[src/brx_cfg.svh]
`ifndef BRX_CFG_SVH
`define BRX_CFG_SVH

// ----------------------------------------------------------------------
// Opcode patterns
// ----------------------------------------------------------------------
`define BRX_OP_BNO 16'hE5_00
`define BRX_OP_BNZR 16'hE1_00
`define BRX_OP_SLP 16'h0003
`define BRX_OP_RRC 6'h0C
`define BRX_OP_RLP 6'h11
`define BRX_OP_SBB 6'h15
`define BRX_IDX_LIMIT 8'h5F
`define BRX_DBIT 9
`define BRX_ABIT 8
`define BRX_PC_STEP 21'h00_0002
`define BRX_ACC_SPLIT 8'h80

`endif

[src/brx_pkg.sv]
`default_nettype none
package brx_pkg;
    typedef enum logic [2:0] {
        BRX_NONE = 3'b000,
        BRX_BOV = 3'b001,
        BRX_BNZ = 3'b010,
        BRX_RRC = 3'b011,
        BRX_RLP = 3'b100,
        BRX_SBB = 3'b101,
        BRX_SLP = 3'b110
    } brx_op_e;
    typedef logic [20:0] brx_pc_t;
endpackage
`default_nettype wire

[src/brx_exec.sv]
// Functional notes
// - Branch-if-no-overflow branches only with overflow clear, no flag change.
// - Branch-if-nonzero branches only with zero clear, no flag change.
// - A taken branch loads PC with PC plus 2 plus twice the signed offset.
// - Branch takes one cycle untaken, two taken with a following idle cycle.
// - Rotate right through carry moves bit 0 to carry, carry to bit 7.
// - Destination bit 0 writes the working register, 1 the file register.
// - Access bit 0 selects the access bank, 1 uses the bank select register.
// - Extended set with access bit 0 makes addresses up to 95 indexed.
// - Sleep clears powerdown, sets timeout, clears watchdog and sleeps, all on the same edge.
`include "brx_cfg.svh"
`default_nettype none
module brx_exec (
    input wire logic clk_i,
    input wire logic rst_n_i,
    input wire logic q4_i,
    input wire logic ins_valid_i,
    input wire logic [15:0] ins_i,
    input wire brx_pkg::brx_pc_t pc_i,
    input wire logic ext_set_i,
    input wire logic [3:0] bank_select_register_i,
    input wire logic [7:0] fsr2_i,
    input wire logic [7:0] fdata_i,
    input wire logic wake_i,
    output logic [11:0] faddr_o,
    output logic [7:0] fwdata_o,
    output logic fwe_o,
    output logic [7:0] wreg_o,
    output logic carry_o,
    output logic digit_carry_o,
    output logic overflow_flag_o,
    output logic negative_o,
    output logic zero_o,
    output logic timeout_flag_o,
    output logic powerdown_flag_o,
    output logic watchdog_timer_clr_o,
    output logic sleep_o,
    output logic pc_load_o,
    output brx_pkg::brx_pc_t pc_next_o,
    output logic stall_o
);
    import brx_pkg::*;

    // ------------------------------------------------------------------
    // Decode
    // ------------------------------------------------------------------
    logic flush;
    brx_op_e op;
    wire [15:0] bno_pat = `BRX_OP_BNO;
    wire [15:0] bnz_pat = `BRX_OP_BNZR;
    wire [7:0] hi = ins_i[15:8];
    wire is_bov = (hi == bno_pat[15:8]);
    wire is_bnz = (hi == bnz_pat[15:8]);
    wire [5:0] fam = ins_i[15:10];
    wire d_bit = ins_i[`BRX_DBIT];
    wire a_bit = ins_i[`BRX_ABIT];
    wire [7:0] f_lit = ins_i[7:0];

    always_comb begin
        op = BRX_NONE;
        if (is_bov)
            op = BRX_BOV;
        else if (is_bnz)
            op = BRX_BNZ;
        else if (ins_i == `BRX_OP_SLP)
            op = BRX_SLP;
        else if (fam == `BRX_OP_RRC)
            op = BRX_RRC;
        else if (fam == `BRX_OP_RLP)
            op = BRX_RLP;
        else if (fam == `BRX_OP_SBB)
            op = BRX_SBB;
    end

    wire act = ins_valid_i && q4_i && !flush && !sleep_o;

    // ------------------------------------------------------------------
    // File address
    // ------------------------------------------------------------------
    wire indexed = ext_set_i && !a_bit && (f_lit <= `BRX_IDX_LIMIT);
    wire [7:0] idx_addr = fsr2_i + f_lit;
    wire [3:0] acc_bank = (f_lit < `BRX_ACC_SPLIT) ? 4'h0 : 4'hF;
    assign faddr_o = indexed ? {4'h0, idx_addr} :
        a_bit ? {bank_select_register_i, f_lit} :
        {acc_bank, f_lit};

    // ------------------------------------------------------------------
    // Arithmetic
    // ------------------------------------------------------------------
    logic [7:0] res;
    logic c_n, dc_n, ov_n, n_n, z_n;
    brx_alu u_alu (
        .op_i(op),
        .wreg_i(wreg_o),
        .freg_i(fdata_i),
        .carry_i(carry_o),
        .result_o(res),
        .carry_o(c_n),
        .dc_o(dc_n),
        .ov_o(ov_n),
        .neg_o(n_n),
        .zero_o(z_n)
    );

    wire file_op = (op == BRX_RRC) || (op == BRX_RLP) || (op == BRX_SBB);
    wire take = ((op == BRX_BOV) && !overflow_flag_o)
        || ((op == BRX_BNZ) && !zero_o);
    wire [20:0] offs = {{12{f_lit[7]}}, f_lit, 1'b0};

    assign fwdata_o = res;
    assign fwe_o = act && file_op && d_bit;
    assign pc_load_o = act && take;
    assign pc_next_o = pc_i + `BRX_PC_STEP + offs;
    assign stall_o = flush;

    // ------------------------------------------------------------------
    // State
    // ------------------------------------------------------------------
    always_ff @(posedge clk_i or negedge rst_n_i) begin
        if (!rst_n_i) begin
            flush <= 1'b0;
        end else if (q4_i) begin
            flush <= act && take;
        end
    end

    // Branches deliberately skip this block, so status stays untouched.
    always_ff @(posedge clk_i or negedge rst_n_i) begin
        if (!rst_n_i) begin
            wreg_o <= 8'h00;
            carry_o <= 1'b0;
            digit_carry_o <= 1'b0;
            overflow_flag_o <= 1'b0;
            negative_o <= 1'b0;
            zero_o <= 1'b0;
        end else if (act && file_op) begin
            if (!d_bit)
                wreg_o <= res;
            negative_o <= n_n;
            zero_o <= z_n;
            if (op != BRX_RLP)
                carry_o <= c_n;
            if (op == BRX_SBB) begin
                digit_carry_o <= dc_n;
                overflow_flag_o <= ov_n;
            end
        end
    end

    always_ff @(posedge clk_i or negedge rst_n_i) begin
        if (!rst_n_i) begin
            timeout_flag_o <= 1'b1;
            powerdown_flag_o <= 1'b1;
            watchdog_timer_clr_o <= 1'b0;
            sleep_o <= 1'b0;
        end else begin
            watchdog_timer_clr_o <= act && (op == BRX_SLP);
            if (act && (op == BRX_SLP)) begin
                timeout_flag_o <= 1'b1;
                powerdown_flag_o <= 1'b0;
                sleep_o <= 1'b1;
            end else if (wake_i) begin
                sleep_o <= 1'b0;
            end
        end
    end
endmodule
`default_nettype wire

[src/brx_alu.sv]
`include "brx_cfg.svh"
`default_nettype none
module brx_alu (
    input wire brx_pkg::brx_op_e op_i,
    input wire logic [7:0] wreg_i,
    input wire logic [7:0] freg_i,
    input wire logic carry_i,
    output logic [7:0] result_o,
    output logic carry_o,
    output logic dc_o,
    output logic ov_o,
    output logic neg_o,
    output logic zero_o
);
    import brx_pkg::*;

    wire [8:0] sub_full = {1'b0, wreg_i} + {1'b0, ~freg_i}
        + {8'h00, carry_i};
    wire [4:0] sub_low = {1'b0, wreg_i[3:0]} + {1'b0, ~freg_i[3:0]}
        + {4'h0, carry_i};
    wire [7:0] rrc_res = {carry_i, freg_i[7:1]};
    wire [7:0] rlp_res = {freg_i[6:0], freg_i[7]};

    // Carry here is not-borrow, so carry set means no borrow occurred.
    always_comb begin
        result_o = freg_i;
        carry_o = carry_i;
        dc_o = 1'b0;
        ov_o = 1'b0;
        unique case (op_i)
            BRX_RRC: begin
                result_o = rrc_res;
                carry_o = freg_i[0];
            end
            BRX_RLP: result_o = rlp_res;
            BRX_SBB: begin
                result_o = sub_full[7:0];
                carry_o = sub_full[8];
                dc_o = sub_low[4];
                ov_o = (wreg_i[7] != freg_i[7])
                    && (sub_full[7] != wreg_i[7]);
            end
            default: result_o = freg_i;
        endcase
    end
    assign neg_o = result_o[7];
    assign zero_o = (result_o == 8'h00);
endmodule
`default_nettype wire

[config.mk]
export PLATFORM = sky130hd
export DESIGN_NAME = brx_exec
export DESIGN_NICKNAME = d
export VERILOG_FILES = /design/src/brx_pkg.sv /design/src/brx_exec.sv /design/src/brx_alu.sv
export VERILOG_INCLUDE_DIRS = /design/src
export SDC_FILE = /design/constraint.sdc
export NUM_CORES = 1
export LEC_CHECK = 0
export BUFFER_PORTS_ARGS = -buffer_cell sky130_fd_sc_hd__buf_4
export CORE_MARGIN = 8
export CORE_UTILIZATION = 33
export CTS_BUF_LIST = sky130_fd_sc_hd__clkbuf_8
export CTS_CLUSTER_SIZE = 28
export DETAILED_ROUTE_END_ITERATION = 8
export HOLD_SLACK_MARGIN = 0.03
export PLACE_DENSITY = 0.57
export SYNTH_ARGS = -nofsm -noshare
export SYNTH_HDL_FRONTEND = slang
export SYNTH_SLANG_ARGS = --single-unit
[constraint.sdc]
create_clock -name clk_i -period 10.9 [get_ports clk_i]
set_input_delay 2.18 -clock clk_i [delete_from_list [all_inputs] [get_ports clk_i]]
set_output_delay 2.18 -clock clk_i [all_outputs]
set_load 0.03 [all_outputs]
Word level (Yosys, flattened, before mapping):

Cells that the tools add are included.

* register bits: 17
* latch bits: 0
* bits in writable memories: 0
* memory bits (read-only): 0
* input bits: 63
* output and inout bits: 61
* memories: 0

* $add $sub $neg: 7
* multipliers: 0
* div/mod/pow operators: 0
* order comparisons: 2
* equality and inequality tests: 15
* shift-type cells: 0
* muxes and demuxes: 13
* bitwise logic cells: 3
* reduce and logical (&&, ||, !) cells: 26

Operator list (number)
* 2-to-1 mux 12 bit: 2
* case mux 8 bit (3 select lines): 1
* adder 21 x 2 -> 21 bit, second input constant: 1
* adder 21 bit: 1
* 2-to-1 mux 3 bit: 6
* == test 16 x 2 -> 1 bit, second input constant: 1
* == test 8 bit, second input constant: 2
* == test 6 x 5 -> 1 bit, second input constant: 2
* logical AND 1 bit: 12
* adder 8 x 8 -> 9 bit: 1
* adder 9 x 1 -> 9 bit: 1
* == test 3 bit, second input constant: 3
* adder 8 bit: 1
* <= comparator 8 x 7 -> 1 bit, second input constant: 1
* zero test 8 bit: 1
* less-than comparator 8 bit, second input constant: 1
* NOT 8 bit: 1
* == test 3 x 2 -> 1 bit, second input constant: 2
* == test 6 x 4 -> 1 bit, second input constant: 1
* adder 4 x 4 -> 5 bit: 1
* adder 5 x 1 -> 5 bit: 1
* zero test 1 bit: 5
* 2-to-1 mux 4 bit: 1
* NOT 4 bit: 1
* other kinds (10): 16

Longest topological paths before layout:

* depth in word-level cells: 12
* mapped depth: 12
* depth with buffers taken out: 12

Cells and area by module:

A second synthesis with hierarchy kept.

* cell total of the unflattened synthesis: 390
* area, all modules: 3138.0 um2

By module, submodules not included
* brx_exec: instances 1, cells each 282, area each 2364.8 um2, seq. area each 426.7 um2
* brx_alu: instances 1, cells each 108, area each 773.2 um2, seq. area each 0.0 um2

Least setup slack after synthesis:

OpenSTA, ideal clock, no wires.

* path kind: input to output
* from: in ins_i[1]
* to: out pc_next_o[20]
* data arrival time: 4.637 ns
* data required time: 8.720 ns
* path slack: 4.083 ns
* cell stages on the path: 10
* path buffers: 0
* cells stage by stage: ha_1 -> ha_1 -> fa_1 -> a21o_1 -> a21oi_1 -> o211a_1 -> o31ai_1 -> or3_1 -> mux2i_1 -> o311ai_0

* longest elaborated chain between the ends: 1

RTL lines
* start, declared: RTL line brx_exec.sv:18 `input wire logic [15:0] ins_i,`
* adder 21 bit: RTL line brx_exec.sv:113 `` assign pc_next_o = pc_i + `BRX_PC_STEP + offs; ``
* end, declared: RTL line brx_exec.sv:39 `output brx_pkg::brx_pc_t pc_next_o,`

No other way between the ends.

Worst setup path in the final report:

* from: in ins_i[1]
* to: out pc_next_o[18]

The elaborated chain is that of the path after synthesis.

==> impl_metrics.toml <==
[power_and_ir_drop]
powerDensity_nw_per_um2 = 104
ir_worst_vdd_uv = 55.9
p_leak_nw = 2.03

[global_route]
grt-ovfl-total = 0
grt_max_degree = 18
grt_pass1_wl_um = 14700
grt_pass1_vias = 3124
grt_antenna_before_repair = 0
track_usage_pct = 15.0

[route]
routedWlPerCell_um = 15.6
ant_nets = 0
wl_um = 8990
dr_total_vias = 2996
drt_iter0_drc = 99
first_pass_iters = 4
drc = 0
via_per_inst = 5.20

[floorplan]
core-area_um2 = 8590
die_h_um = 109
row_count = 34
die_w_um = 109
start_util_pct = 33.4
die_area_um2 = 11900
io_pins = 124

[clocking]
cts_buffer_depth = 2
postCtsHoldBufs = 0
cts_resized = 0
cts-root-buf = "clkbuf_8"
clock_sinks = 17
clk_pin_slew_ns = 0.07
clk_latency_ns = 0.26
h-tree-depth = 1
postCtsSetupBuffers = 0
cts_buffers = 3
cts_tree = "built"

[finish]
final_nets = 587
syn_to_final_growth_pct = 35.3
drive_above_1_share_pct = 29.9
final_core_util_pct = 45.2
diodes = 0

[placed_design]
port_buffers = 120
place_congestion = 0.863
hpwl_um = 7800

[synth]
syn_nets = 473
syn-cell-area_um2 = 2870
syn_inst = 355
synth_most_common_cell = "ha_1"
synth.largest_area_cell = "ha_1"
ys_seq_elements = 17
synth.top_cell.area_share_pct = 22.2
synth_enable_flop_cells = 0
ys_types = 59
yosysWarnings = 0
synthArstFlopShare_pct = 100
synth.avg_cell_area_um2 = 8.09
netlist_top_cells_count = "ha_1, nand2_1, inv_1"
synth.yosys.seq_area_share_pct = 14.9
synthTopCellsByArea = "ha_1, dfrtp_1, xnor2_1"
synth_flop_cell = "dfrtp_1"

[timing]
skew_ns = 0.00606
whs_ns = 0.488
hold_violations = 0
period_minus_slack_ns = 7.04
slew_viol_final = 0
setup_viol = 0
setup_tns_ns = 0
rsz0062_at_grt = "no"
post-route-period-util_pct = 64.6
fmax_mhz = 142
tightestPinTransition_ns = 0.886
slew_headroom_pct = 40.7

[worst_setup_path]
cp_cell_sequence = "buf_4 > ha_1 > ha_1 > fa_1 > a21o_1 > a21oi_1 > o211a_1 > o31ai_1 > or3_1 > a31oi_1 > xnor2_1 > buf_4"
reg2reg_slack_ns = 7.74
cpMaxStageDelayCell = "fa_1"
r2r_start = "carry_o$_DFFE_PN0P_"
path_class = "primary input to primary output"
critPathLaunchType = "primary input"
r2r-end = "zero_o$_DFFE_PN0N_"
path_max_fanout = 4
required_ns = 8.72
ff2ff_path_depth = 9
critPathMaxStageDelay_ns = 0.41
cp.arrival_ns = 4.86
end_kind = "primary output"

[hold_path]
hold_path_depth = 2
hold_start = "negative_o$_DFFE_PN0N_"
hold_end = "negative_o$_DFFE_PN0N_"
min_path_type = "flip-flop to flip-flop"

[run_status]
status = "finished clean"

[run]
cap_violations = 0
## layout by cell type, fill, tap and decap left out, drive strengths merged, types with 4 or more instances in the layout
| master | count |
|---|---|
| buf | 120 |
| ha | 51 |
| nand2 | 31 |
| inv | 30 |
| nor2 | 28 |
| a21oi | 27 |
| o21ai | 18 |
| xnor2 | 17 |
| dfrtp | 16 |
| a21o | 12 |
| xor2 | 11 |
| o21a | 6 |
| a31oi | 6 |
| mux2 | 6 |
| nand3 | 5 |
| o21bai | 5 |
| o211ai | 5 |
| mux2i | 4 |
| a222oi | 4 |
| nand4 | 4 |
| or2 | 4 |
| fa | 4 |
| o31ai | 4 |
## power breakdown
| group | switching (mW) | internal (mW) |
|---|---|---|
| Combinational | 0.164 | 0.115 |
| Clock | 0.0237 | 0.0254 |
| Sequential | 0.00576 | 0.0684 |
## worst max path at each step
| stage | cells after the start | startpoint | end |
|---|---|---|---|
| CTS | 12 | ins_i[1] | pc_next_o[18] |
| global route | 12 | ins_i[1] | pc_next_o[18] |
| floorplan | 10 | ins_i[1] | pc_next_o[20] |
| detailed placement | 12 | ins_i[1] | pc_next_o[18] |
| finish | 12 | ins_i[1] | pc_next_o[18] |
| global placement | 12 | ins_i[1] | pc_next_o[18] |
## critical path: cells and delay by family
kind / cells / cell delay [ns]
simple gates: 1 / 0.36
fa+ha+maj: 3 / 0.93
compound gates: 5 / 0.95
xor+xnor: 1 / 0.14
buf+inv: 2 / 0.31
## area by class of cell
class,instances,area (µm²)
clock buffers,3,41.3
well taps,108,135
fillers,906,4710
repair buffers,120,901
clock inverters,1,5.00
multi-input cells,297,2260
inverters,30,113
flip-flops and latches,17,427
## registers in the layout, summed over array words and instances (netlist names)
register / count
stall_o: 1
carry_o: 1
negative_o: 1
digit_carry_o: 1
watchdog_timer_clr_o: 1
wreg_o: 8
sleep_o: 1
powerdown_flag_o: 1
overflow_flag_o: 1
zero_o: 1
## kinds of logic after synthesis
kind of cell / after synthesis / synth area share [%]
buf+inv: 41 / 6.32
simple gates: 98 / 17.0
xor+xnor: 28 / 8.54
mux: 10 / 3.75
flops: 17 / 14.9
compound gates: 105 / 24.4
other cells: 1 / 0.131
fa+ha+maj: 55 / 25.0
## through the flow
| step | instances | setup slack [ns] | power, mW | instance area (µm²) |
|---|---|---|---|---|
| 3_5_place_dp | 572 | 3.85 | 0.356 | 3840 |
| 4_1_cts | 576 | 3.83 | 0.407 | 3880 |
| 6_report | 576 | 3.86 | 0.402 | 3880 |
| 3_3_place_gp | 572 | 3.86 | 0.355 | 3840 |
| 5_1_grt | 576 | 3.69 | 0.435 | 3880 |
| 2_1_floorplan | 355 | 4.08 | 0.258 | 2870 |
## layer usage
layer  wire [µm]  share of wire, %  global-route usage (%)  vias to the layer above
met5           0                 0                       0                        -
met3        1110                12                    6.32                       10
met2        3840                43                    23.6                      119
li1            -                 -                       -                     1519
met4         118               1.3                    3.57                        0
met1        3930                44                    18.5                     1348
Power figures use the tool's default switching activity.
